===== config.mk =====
export PLATFORM = sky130hd
export DESIGN_NAME = uus_top
export DESIGN_NICKNAME = d
export VERILOG_FILES = /design/src/rtl/uus_pkg.sv /design/src/rtl/uus_top.sv
export VERILOG_INCLUDE_DIRS = /design/src /design/src/rtl
export SDC_FILE = /design/constraint.sdc
export NUM_CORES = 2
export LEC_CHECK = 0
export BUFFER_PORTS_ARGS = -buffer_cell sky130_fd_sc_hd__buf_2
export CORE_ASPECT_RATIO = 0.6
export CORE_UTILIZATION = 45
export DETAILED_ROUTE_END_ITERATION = 8
export GPL_ROUTABILITY_DRIVEN = 0
export PLACE_DENSITY_LB_ADDON = 0.3
export SYNTH_ARGS = -nofsm -noshare
export SYNTH_HDL_FRONTEND = slang
export SYNTH_SLANG_ARGS = --single-unit

===== constraint.sdc =====
create_clock -name sys_clk_in -period 30.4 [get_ports sys_clk_in]
set_input_delay 0 -clock sys_clk_in [delete_from_list [all_inputs] [get_ports sys_clk_in]]
set_output_delay 0 -clock sys_clk_in [all_outputs]
set_load 0.02 [all_outputs]

===== src/rtl/uus_defs.svh =====
// Constants for the user unit scaling block
`ifndef UUS_DEFS_SVH
`define UUS_DEFS_SVH
// ----------------------------------------------------------------
// Register indices (byte address is four times the index)
// ----------------------------------------------------------------
`define UUS_POS_IDX      16'h60A8
`define UUS_SPD_IDX      16'h60A9
`define UUS_PAR_IDX      16'h0010
`define UUS_STAT_IDX     16'h0018
`define UUS_RES_IDX      16'h0019
`define UUS_GEAR_IDX     16'h001A
`define UUS_FEED_IDX     16'h001B
// ----------------------------------------------------------------
// Field positions and reset values
// ----------------------------------------------------------------
`define UUS_EXP_MSB      31
`define UUS_EXP_LSB      24
`define UUS_UNIT_MSB     23
`define UUS_UNIT_LSB     16
`define UUS_TIME_MSB     15
`define UUS_TIME_LSB     8
`define UUS_POS_MASK     32'hFFFF0000
`define UUS_SPD_MASK     32'hFFFFFF00
`define UUS_POS_RESET    32'hFF410000
`define UUS_SPD_RESET    32'h00B44700
`define UUS_RPM_WORD     32'h00B44700
`define UUS_PAR_RESET    32'h00000001
`define UUS_EXP_MAX      8'sh06
`define UUS_EXP_MIN      8'shFA
// ----------------------------------------------------------------
// Unit codes and turn scaling
// ----------------------------------------------------------------
`define UUS_U_DIMLESS    8'h00
`define UUS_U_METER      8'h01
`define UUS_U_INCH       8'hC1
`define UUS_U_FOOT       8'hC2
`define UUS_U_GRAD       8'h40
`define UUS_U_RAD        8'h10
`define UUS_U_DEG        8'h41
`define UUS_U_AMIN       8'h42
`define UUS_U_ASEC       8'h43
`define UUS_U_REV        8'hB4
`define UUS_U_INC        8'hB5
`define UUS_U_STEP       8'hAC
`define UUS_U_POLE       8'hC0
`define UUS_T_SEC        8'h03
`define UUS_T_MIN        8'h47
`define UUS_T_HOUR       8'h48
`define UUS_T_DAY        8'h49
`define UUS_T_YEAR       8'h4A
`define UUS_INC_SHIFT    16
`define UUS_STEP_2PH     4
`define UUS_STEP_3PH     6
`define UUS_FRAC_BITS    16
`endif


===== src/rtl/uus_pkg.sv =====
// Types for the user unit scaling block
package uus_pkg;
  typedef enum logic [1:0] {UUS_CLS_LENGTH, UUS_CLS_ANGLE, UUS_CLS_RAW, UUS_CLS_BAD} uus_class_t;
  typedef enum logic [0:0] {UUS_DIV_LOAD, UUS_DIV_RUN} uus_div_t;
endpackage : uus_pkg


===== src/rtl/uus_top.sv =====
// User unit decode, ratio derivation and operation-enabled hold-off
// What this block does
// - Parameter writes wait until operation-enabled ends
// - Length units apply gear and feed
// - Angle units apply gear, not feed
// - Increments: raw; open loop pp*65536
// - Steps: raw; pp*4 or pp*6
// - Electrical poles: raw; one pole pair
// - Time codes second to year, 365.25 days
// - Exponent two's complement, -6 to +6
// - Resolution is increments over motor revolutions
// - Gear is motor over driving shaft revolutions
// - Feed is feed over output shaft revolutions
// - Feed only for length or dimensionless
// - Position word: unit 23:16, exponent 31:24
// - Speed word: time 15:8, unit, exponent
// - Position word resets to tenth degree
// - Velocity mode forces rpm speed unit
// - Velocity factor is numerator over denominator
//
// The AXI4-Lite register port was left to the implementer.
`timescale 1ns/100ps
`default_nettype none
`include "uus_defs.svh"
module uus_top
  import uus_pkg::*;
#(
  parameter int NPAR = 8
) (
  // Clock and reset
  input  wire logic        sys_clk_in,
  input  wire logic        reset_n_in,
  // AXI4-Lite slave
  input  wire logic [17:0] s_axi_awaddr_in,
  input  wire logic        s_axi_awvalid_in,
  output logic             s_axi_awready_out,
  input  wire logic [31:0] s_axi_wdata_in,
  input  wire logic [3:0]  s_axi_wstrb_in,
  input  wire logic        s_axi_wvalid_in,
  output logic             s_axi_wready_out,
  output logic [1:0]       s_axi_bresp_out,
  output logic             s_axi_bvalid_out,
  input  wire logic        s_axi_bready_in,
  input  wire logic [17:0] s_axi_araddr_in,
  input  wire logic        s_axi_arvalid_in,
  output logic             s_axi_arready_out,
  output logic [31:0]      s_axi_rdata_out,
  output logic [1:0]       s_axi_rresp_out,
  output logic             s_axi_rvalid_out,
  input  wire logic        s_axi_rready_in,
  // Drive context
  input  wire logic        op_enabled_in,
  input  wire logic        velocity_mode_in,
  input  wire logic        open_loop_in,
  input  wire logic        three_phase_in,
  input  wire logic [7:0]  pole_pairs_in,
  // Scaling results
  output logic [31:0]      pos_unit_out,
  output logic [31:0]      speed_unit_out,
  output logic             gear_used_out,
  output logic             feed_used_out,
  output logic [31:0]      resolution_out,
  output logic [31:0]      gear_ratio_out,
  output logic [31:0]      feed_const_out,
  output logic [31:0]      vel_factor_num_out,
  output logic [31:0]      vel_factor_den_out,
  output logic [31:0]      turn_count_out,
  output logic [31:0]      time_secs_out
);
  // ----------------------------------------------------------------
  // Reset synchroniser
  // ----------------------------------------------------------------
  logic [1:0] rst_sync_reg;
  logic       rst_n;
  always_ff @(posedge sys_clk_in or negedge reset_n_in) begin
    if (!reset_n_in) rst_sync_reg <= 2'b00;
    else rst_sync_reg <= {rst_sync_reg[0], 1'b1};
  end
  assign rst_n = rst_sync_reg[1];
  // ----------------------------------------------------------------
  // Register storage: written copy and applied copy
  // ----------------------------------------------------------------
  logic [31:0] pos_wr_reg, spd_wr_reg, pos_act_reg, spd_act_reg;
  logic [31:0] par_wr_reg  [NPAR];
  logic [31:0] par_act_reg [NPAR];
  logic [31:0] res_q_reg, gear_q_reg, feed_q_reg;
  logic [2:0]  div0_reg;
  logic        hold_pend_reg;
  // ----------------------------------------------------------------
  // AXI4-Lite write: both channels taken together
  // ----------------------------------------------------------------
  logic        wr_go;
  logic [15:0] wr_idx;
  logic        wr_hit;
  logic [31:0] wmask;
  assign wr_go             = s_axi_awvalid_in & s_axi_wvalid_in & ~s_axi_bvalid_out;
  assign s_axi_awready_out = wr_go;
  assign s_axi_wready_out  = wr_go;
  assign wr_idx            = s_axi_awaddr_in[17:2];
  assign wr_hit = (wr_idx == `UUS_POS_IDX) || (wr_idx == `UUS_SPD_IDX) ||
                  (wr_idx[15:3] == `UUS_PAR_IDX >> 3);
  always_comb begin
    for (int b = 0; b < 4; b++) wmask[b*8 +: 8] = {8{s_axi_wstrb_in[b]}};
  end
  always_ff @(posedge sys_clk_in or negedge rst_n) begin
    if (!rst_n) begin
      s_axi_bvalid_out <= 1'b0;
      s_axi_bresp_out  <= 2'b00;
    end else if (wr_go) begin
      s_axi_bvalid_out <= 1'b1;
      s_axi_bresp_out  <= wr_hit ? 2'b00 : 2'b10;
    end else if (s_axi_bready_in) begin
      s_axi_bvalid_out <= 1'b0;
    end
  end
  always_ff @(posedge sys_clk_in or negedge rst_n) begin
    if (!rst_n) begin
      pos_wr_reg <= `UUS_POS_RESET;
      spd_wr_reg <= `UUS_SPD_RESET;
      for (int i = 0; i < NPAR; i++) par_wr_reg[i] <= `UUS_PAR_RESET;
    end else if (wr_go) begin
      if (wr_idx == `UUS_POS_IDX)
        pos_wr_reg <= ((pos_wr_reg & ~wmask) | (s_axi_wdata_in & wmask)) & `UUS_POS_MASK;
      if (wr_idx == `UUS_SPD_IDX)
        spd_wr_reg <= ((spd_wr_reg & ~wmask) | (s_axi_wdata_in & wmask)) & `UUS_SPD_MASK;
      for (int i = 0; i < NPAR; i++)
        if (wr_idx == `UUS_PAR_IDX + 16'(i))
          par_wr_reg[i] <= (par_wr_reg[i] & ~wmask) | (s_axi_wdata_in & wmask);
    end
  end
  // ----------------------------------------------------------------
  // Hold-off: new values apply only outside operation enabled
  // ----------------------------------------------------------------
  always_ff @(posedge sys_clk_in or negedge rst_n) begin
    if (!rst_n) begin
      pos_act_reg <= `UUS_POS_RESET;
      spd_act_reg <= `UUS_SPD_RESET;
      for (int i = 0; i < NPAR; i++) par_act_reg[i] <= `UUS_PAR_RESET;
    end else if (!op_enabled_in) begin
      pos_act_reg <= pos_wr_reg;
      spd_act_reg <= spd_wr_reg;
      for (int i = 0; i < NPAR; i++) par_act_reg[i] <= par_wr_reg[i];
    end
  end
  logic pend;
  always_comb begin
    pend = (pos_wr_reg != pos_act_reg) || (spd_wr_reg != spd_act_reg);
    for (int i = 0; i < NPAR; i++) pend = pend | (par_wr_reg[i] != par_act_reg[i]);
  end
  always_ff @(posedge sys_clk_in or negedge rst_n) begin
    if (!rst_n) hold_pend_reg <= 1'b0;
    else hold_pend_reg <= op_enabled_in & pend;
  end
  // ----------------------------------------------------------------
  // Unit decode
  // ----------------------------------------------------------------
  logic [7:0]  pos_unit, time_unit;
  logic signed [7:0] pos_exp, spd_exp;
  uus_class_t  pos_cls;
  logic        exp_ok, time_ok;
  assign pos_unit  = pos_act_reg[`UUS_UNIT_MSB:`UUS_UNIT_LSB];
  assign pos_exp   = pos_act_reg[`UUS_EXP_MSB:`UUS_EXP_LSB];
  assign time_unit = speed_unit_out[`UUS_TIME_MSB:`UUS_TIME_LSB];
  assign spd_exp   = speed_unit_out[`UUS_EXP_MSB:`UUS_EXP_LSB];
  assign exp_ok    = (pos_exp <= `UUS_EXP_MAX) && (pos_exp >= `UUS_EXP_MIN) &&
                     (spd_exp <= `UUS_EXP_MAX) && (spd_exp >= `UUS_EXP_MIN);
  always_comb begin
    unique case (pos_unit)
      `UUS_U_DIMLESS, `UUS_U_METER, `UUS_U_INCH, `UUS_U_FOOT:
        pos_cls = UUS_CLS_LENGTH;
      `UUS_U_GRAD, `UUS_U_RAD, `UUS_U_DEG, `UUS_U_AMIN, `UUS_U_ASEC, `UUS_U_REV:
        pos_cls = UUS_CLS_ANGLE;
      `UUS_U_INC, `UUS_U_STEP, `UUS_U_POLE:
        pos_cls = UUS_CLS_RAW;
      default: pos_cls = UUS_CLS_BAD;
    endcase
  end
  // Raw units per turn, from the pole pair count; closed-loop increments take it from the resolution
  always_comb begin
    unique case (pos_unit)
      `UUS_U_INC:  turn_count_out = open_loop_in ? {8'h00, pole_pairs_in, 16'h0000}
                                                 : {16'h0000, res_q_reg[31:16]};
      `UUS_U_STEP: turn_count_out = 32'(pole_pairs_in) *
                                    (three_phase_in ? 32'(`UUS_STEP_3PH) : 32'(`UUS_STEP_2PH));
      `UUS_U_POLE: turn_count_out = 32'(pole_pairs_in);
      default:     turn_count_out = 32'h00000000;
    endcase
  end
  // Seconds per time unit; a year is 365.25 days
  always_comb begin
    time_ok = 1'b1;
    unique case (time_unit)
      `UUS_T_SEC:  time_secs_out = 32'd1;
      `UUS_T_MIN:  time_secs_out = 32'd60;
      `UUS_T_HOUR: time_secs_out = 32'd3600;
      `UUS_T_DAY:  time_secs_out = 32'd86400;
      `UUS_T_YEAR: time_secs_out = 32'd31557600;
      default: begin
        time_secs_out = 32'h00000000;
        time_ok       = 1'b0;
      end
    endcase
  end
  assign pos_unit_out       = pos_act_reg;
  assign speed_unit_out     = velocity_mode_in ? `UUS_RPM_WORD : spd_act_reg;
  assign gear_used_out      = (pos_cls == UUS_CLS_LENGTH) || (pos_cls == UUS_CLS_ANGLE);
  assign feed_used_out      = (pos_cls == UUS_CLS_LENGTH);
  assign resolution_out     = res_q_reg;
  assign gear_ratio_out     = gear_used_out ? gear_q_reg : 32'h00010000;
  assign feed_const_out     = feed_used_out ? feed_q_reg : 32'h00010000;
  assign vel_factor_num_out = par_act_reg[6];
  assign vel_factor_den_out = par_act_reg[7];
  // ----------------------------------------------------------------
  // Shared divider, 16.16 quotients, cycles over three ratios
  // ----------------------------------------------------------------
  // One serial divider saves area; results lag a change by up to 4 x 50 cycles.
  localparam int DW = 32 + `UUS_FRAC_BITS;
  uus_div_t    div_st_reg;
  logic [1:0]  job_reg;
  logic [5:0]  cnt_reg;
  logic [DW-1:0] num_reg, quo_reg;
  logic [31:0] den_reg;
  logic [32:0] rem_reg;
  logic [32:0] rem_sh;
  assign rem_sh = {rem_reg[31:0], num_reg[DW-1]};
  always_ff @(posedge sys_clk_in or negedge rst_n) begin
    if (!rst_n) begin
      div_st_reg <= UUS_DIV_LOAD;
      job_reg    <= 2'd0;
      cnt_reg    <= 6'd0;
      num_reg    <= '0;
      quo_reg    <= '0;
      den_reg    <= 32'h00000000;
      rem_reg    <= 33'h000000000;
      res_q_reg  <= 32'h00010000;
      gear_q_reg <= 32'h00010000;
      feed_q_reg <= 32'h00010000;
      div0_reg   <= 3'b000;
    end else begin
      unique case (div_st_reg)
        UUS_DIV_LOAD: begin
          num_reg    <= {par_act_reg[{job_reg, 1'b0}], 16'h0000};
          den_reg    <= par_act_reg[{job_reg, 1'b1}];
          rem_reg    <= 33'h000000000;
          cnt_reg    <= 6'(DW);
          div_st_reg <= UUS_DIV_RUN;
        end
        UUS_DIV_RUN: begin
          num_reg <= {num_reg[DW-2:0], 1'b0};
          if (rem_sh >= {1'b0, den_reg}) begin
            rem_reg <= rem_sh - {1'b0, den_reg};
            quo_reg <= {quo_reg[DW-2:0], 1'b1};
          end else begin
            rem_reg <= rem_sh;
            quo_reg <= {quo_reg[DW-2:0], 1'b0};
          end
          cnt_reg <= cnt_reg - 6'd1;
          if (cnt_reg == 6'd0) begin
            // Zero divisor or overflow saturates
            div0_reg[job_reg] <= (den_reg == 32'h00000000);
            unique case (job_reg)
              2'd0:    res_q_reg  <= (quo_reg[DW-1:32] != 16'h0000) ? 32'hFFFFFFFF : quo_reg[31:0];
              2'd1:    gear_q_reg <= (quo_reg[DW-1:32] != 16'h0000) ? 32'hFFFFFFFF : quo_reg[31:0];
              default: feed_q_reg <= (quo_reg[DW-1:32] != 16'h0000) ? 32'hFFFFFFFF : quo_reg[31:0];
            endcase
            job_reg    <= (job_reg == 2'd2) ? 2'd0 : job_reg + 2'd1;
            div_st_reg <= UUS_DIV_LOAD;
          end
        end
      endcase
    end
  end

  // ----------------------------------------------------------------
  // AXI4-Lite read
  // ----------------------------------------------------------------
  logic [15:0] rd_idx;
  assign rd_idx            = s_axi_araddr_in[17:2];
  assign s_axi_arready_out = ~s_axi_rvalid_out;
  always_ff @(posedge sys_clk_in or negedge rst_n) begin
    if (!rst_n) begin
      s_axi_rvalid_out <= 1'b0;
      s_axi_rdata_out  <= 32'h00000000;
      s_axi_rresp_out  <= 2'b00;
    end else if (s_axi_arvalid_in && !s_axi_rvalid_out) begin
      s_axi_rvalid_out <= 1'b1;
      s_axi_rresp_out  <= 2'b00;
      s_axi_rdata_out  <= 32'h00000000;
      if (rd_idx == `UUS_POS_IDX) s_axi_rdata_out <= pos_wr_reg;
      else if (rd_idx == `UUS_SPD_IDX) s_axi_rdata_out <= spd_wr_reg;
      else if (rd_idx[15:3] == `UUS_PAR_IDX >> 3) s_axi_rdata_out <= par_wr_reg[rd_idx[2:0]];
      else if (rd_idx == `UUS_STAT_IDX)
        s_axi_rdata_out <= {22'h000000, div0_reg, pos_cls, time_ok, exp_ok,
                            feed_used_out, gear_used_out, hold_pend_reg};
      else if (rd_idx == `UUS_RES_IDX) s_axi_rdata_out <= res_q_reg;
      else if (rd_idx == `UUS_GEAR_IDX) s_axi_rdata_out <= gear_q_reg;
      else if (rd_idx == `UUS_FEED_IDX) s_axi_rdata_out <= feed_q_reg;
      else s_axi_rresp_out <= 2'b10;
    end else if (s_axi_rready_in) begin
      s_axi_rvalid_out <= 1'b0;
    end
  end
  // ----------------------------------------------------------------
  // Checks
  // ----------------------------------------------------------------
  hold_stable_a: assert property (@(posedge sys_clk_in) disable iff (!rst_n)
    op_enabled_in |=> $stable(pos_act_reg) && $stable(spd_act_reg))
    else $error("applied unit words changed while operation enabled");
  commit_a: assert property (@(posedge sys_clk_in) disable iff (!rst_n)
    !op_enabled_in |=> pos_act_reg == $past(pos_wr_reg))
    else $error("written position word not applied outside operation enabled");
  length_feed_a: assert property (@(posedge sys_clk_in) disable iff (!rst_n)
    (pos_unit == `UUS_U_INCH) |-> gear_used_out && feed_used_out)
    else $error("length unit lacks gear or feed");
  angle_nofeed_a: assert property (@(posedge sys_clk_in) disable iff (!rst_n)
    (pos_unit == `UUS_U_DEG) |-> gear_used_out && !feed_used_out && feed_const_out == 32'h00010000)
    else $error("angle unit applies feed or lacks gear");
  raw_units_a: assert property (@(posedge sys_clk_in) disable iff (!rst_n)
    (pos_unit == `UUS_U_INC && open_loop_in) |-> !gear_used_out &&
      turn_count_out == {8'h00, pole_pairs_in, 16'h0000})
    else $error("increment turn count wrong");
  step_count_a: assert property (@(posedge sys_clk_in) disable iff (!rst_n)
    (pos_unit == `UUS_U_STEP && three_phase_in) |-> turn_count_out == 32'(pole_pairs_in) * 32'd6)
    else $error("step turn count wrong");
  year_secs_a: assert property (@(posedge sys_clk_in) disable iff (!rst_n)
    (time_unit == `UUS_T_YEAR) |-> time_secs_out == 32'd31557600)
    else $error("year length wrong");
  reserved_zero_a: assert property (@(posedge sys_clk_in) disable iff (!rst_n)
    pos_wr_reg[15:0] == 16'h0000 && spd_wr_reg[7:0] == 8'h00)
    else $error("reserved unit bits not zero");
  vel_rpm_a: assert property (@(posedge sys_clk_in) disable iff (!rst_n)
    velocity_mode_in |-> speed_unit_out == `UUS_RPM_WORD)
    else $error("velocity mode speed unit not rpm");
  bresp_a: assert property (@(posedge sys_clk_in) disable iff (!rst_n)
    wr_go || (s_axi_bvalid_out && !s_axi_bready_in) |=> s_axi_bvalid_out)
    else $error("write response missing");
endmodule : uus_top
`default_nettype wire


==> impl_metrics.ini <==
[outcome]
outcome = finished, final reports clean

[routing]
drcViolationCount = 0
vias_per_cell = 6.24
wl_per_cell_um = 30.5
drt_iter0_drc = 4393
routed_wl_mm = 168
vias = 34400
drtAntennaViolNets = 0
drt_pass1_iterations = 8

[synthesis]
ys_warn_count = 0
syn_inst = 3845
yosys_register_bits = 883
synthFlopType = dfrtp_1
synth-edff-count = 0
yosysUniqueCellTypes = 85
ys_async_sr_fraction_pct = 100
ys_seq_area_share_pct = 49.0
synth.avg_cell_area_um2 = 11.8
synth_area_um2 = 45300

[global_routing]
grt_pass1_wl_mm = 239
antenna_found_initial = 21
grt-ovfl-total = 0
grt.total_usage_pct = 32.9
grt_max_degree = 183
grt_pass1_vias = 32100

[setup_path]
critical_path.cell_chain = inv_1 > ha_1 > nor2b_1 > o31a_1 > a21oi_1 > o21ai_1 > a211oi_2 > a21o_1 > nand2_1 > o22ai_1
start_kind = flip-flop
path_class = flip-flop to flip-flop
crit_family = compound AO/OA/AOI/OAI gates
critical_path_buf_inv_count = 1
slowest_stage = a21o_1
cp.required_ns = 30.96
worstPathMaxFanout = 29
cp-end-kind = flip-flop
cp.arrival_ns = 4.84
critical-path-max-stage-delay_ns = 0.94

[clock_tree]
path_clk_slew_ns = 0.07
clock_sinks = 883
cts_buffer_depth = 3
numCtsBuffers = 84
clkLatencyLatePin_ns = 0.71
cts_setup_buffers = 0
root_buffer = clkbuf_16
cts_tree = done
h-tree-depth = 3

[timing]
hold_viol_final = 0
fmax_ghz = 0.234
rsz0062_at_grt = no
slew_viol_final = 0
worstMarginPinSlew_ns = 1.29
finalSetupTns_ns = 0
fin_skew_ns = 0.0391
fin_crit_sh_pct = 14.1
slew_headroom_pct = 13.1
period_minus_slack_ns = 4.28
setup_viol = 0

[power_and_ir_drop]
p_leak_nw = 25.4
powerDensity_nw_per_um2 = 57.4
irDropWorstVdd_uv = 46.0
total_power_mw = 2.94

[finish]
nFillCells = 8720
layout_common_cells = dfrtp_1, mux2_2, buf_2
final_common_cell = dfrtp_1
layout.cells.non_filler = 5511
drive_gt1_share_pct = 34.3
fin_area_um2 = 51200
fin_nets = 4256
syn_to_final_growth_pct = 13.1

[floorplanning]
die-width_um = 411
io_pins = 422
die-area_um2 = 102000
die_h_um = 248
start_util_pct = 45.7
coreArea_um2 = 99000
core.rowCount = 89

[worst_hold_path]
worstHoldPathType = primary input to flip-flop

[place]
dp_hpwl_mm = 125
port_buffers = 370
dpl-instance-area_um2 = 47600
numPlacedInstances = 5292

[run]
cap_violations = 0
-- routing by layer --
layer / global-route usage, % / wire length, um
met1: 47.5 / 71200
met2: 42.8 / 65500
met3: 16.2 / 26200
met4: 8.60 / 4960
met5: 1.86 / 410
-- final timing paths --
kind                       slack (ns)               start         endpoint  cells after the start
max in group asynchronous       26.85     rst_sync_reg[1]   feed_q_reg[23]                      3
setup reg to reg                26.12          den_reg[1]      rem_reg[27]                     10
setup / recovery                26.12          den_reg[1]      rem_reg[27]                     10
min in group asynchronous        0.18          reset_n_in  rst_sync_reg[0]                      3
hold reg to reg                  0.35     rst_sync_reg[0]  rst_sync_reg[1]                      0
hold / removal                   0.06  s_axi_awaddr_in[2]        flip-flop                      5
-- synthesized netlist by cell type, types with 6 or more instances --
master     instances  area, um^2
a21o_1            23         173
a21oi_1          139         696
a221oi_1          14         123
a222oi_1          22         220
a22o_1            33         289
a22oi_1           15         113
a31oi_1           22         138
and2_1            88         551
and3_1             9        56.3
buf_1             36         135
buf_2             16        80.1
buf_4            123         923
clkbuf_1         150         563
dfrtp_1          828       20700
dfstp_2           55        1450
ha_1              48         601
inv_1            118         443
mux2_2           654        7360
mux4_2           128        2880
nand2_1          321        1200
nand2b_1          11        68.8
nand3_1           40         200
nand4_1           43         269
nor2_1           165         619
nor2b_1           23         144
nor3_1            24         120
nor4_1            80         500
o211ai_1          13        97.6
o21a_1            11        82.6
o21ai_0          175         876
o21bai_1           6        45.0
o22ai_1           28         175
o2bb2ai_1         13         114
or2_2             11        68.8
or3_1              8        50.1
xnor2_1           68         596
xor2_1           190        1660
-- through the flow --
stage	setup WS (ns)	hold WS, ns	utilization [%]
after floorplan	4.06	-0.296	-
final	26.12	0.0600	51.7
after CTS	26.23	0.0114	51.7
after detailed placement	26.26	-0.210	48.1
after global placement	26.34	-0.213	48.1
after global routing	25.95	0.0460	51.7
-- report_power, final --
group | internal (mW) | switching (mW) | leakage (nW)
registers | 1.23 | 0.0392 | 11.8
clock network | 0.647 | 0.510 | 1.44
logic | 0.192 | 0.320 | 12.1
total | 2.07 | 0.870 | 25.4
-- worst register-to-register path, cell delays in order (launching register included) --
cell	delay, ns
dfrtp_1	0.41
inv_1	0.10
ha_1	0.30
nor2b_1	0.14
o31a_1	0.28
a21oi_1	0.38
o21ai_1	0.26
a211oi_2	0.39
a21o_1	0.94
nand2_1	0.58
o22ai_1	0.38
-- what timing repair did --
action | CTS | global route
hold buffers | 55 | 0
resized for setup | 0 | 0
hold endpoints to repair | 328 | 0
-- logic make-up after synthesis --
logic type | after synthesis | synth area share (%)
AO/OA/AOI/OAI | 563 | 7.88
XOR/XNOR | 258 | 4.99
adder cells (fa/ha/maj) | 50 | 1.42
buffers and inverters | 444 | 4.75
flip-flops | 883 | 49.0
multiplexers | 787 | 22.8
other | 2 | 0.0166
AND/OR/NAND/NOR | 858 | 9.21
-- cell type report --
type / instances / area (um^2) / share of cell area (%)
clock buffers: 111 / 2380 / 4.66
well taps: 1319 / 1650 / 3.22
inverters: 119 / 452 / 0.883
multi-input cells: 2564 / 21200 / 41.3
clock inverters: 46 / 623 / 1.22
flip-flops and latches: 883 / 22200 / 43.3
repair buffers: 463 / 2720 / 5.31
diodes: 6 / 15.0 / 0.0293
No activity file was read; power rests on OpenSTA's default activity.
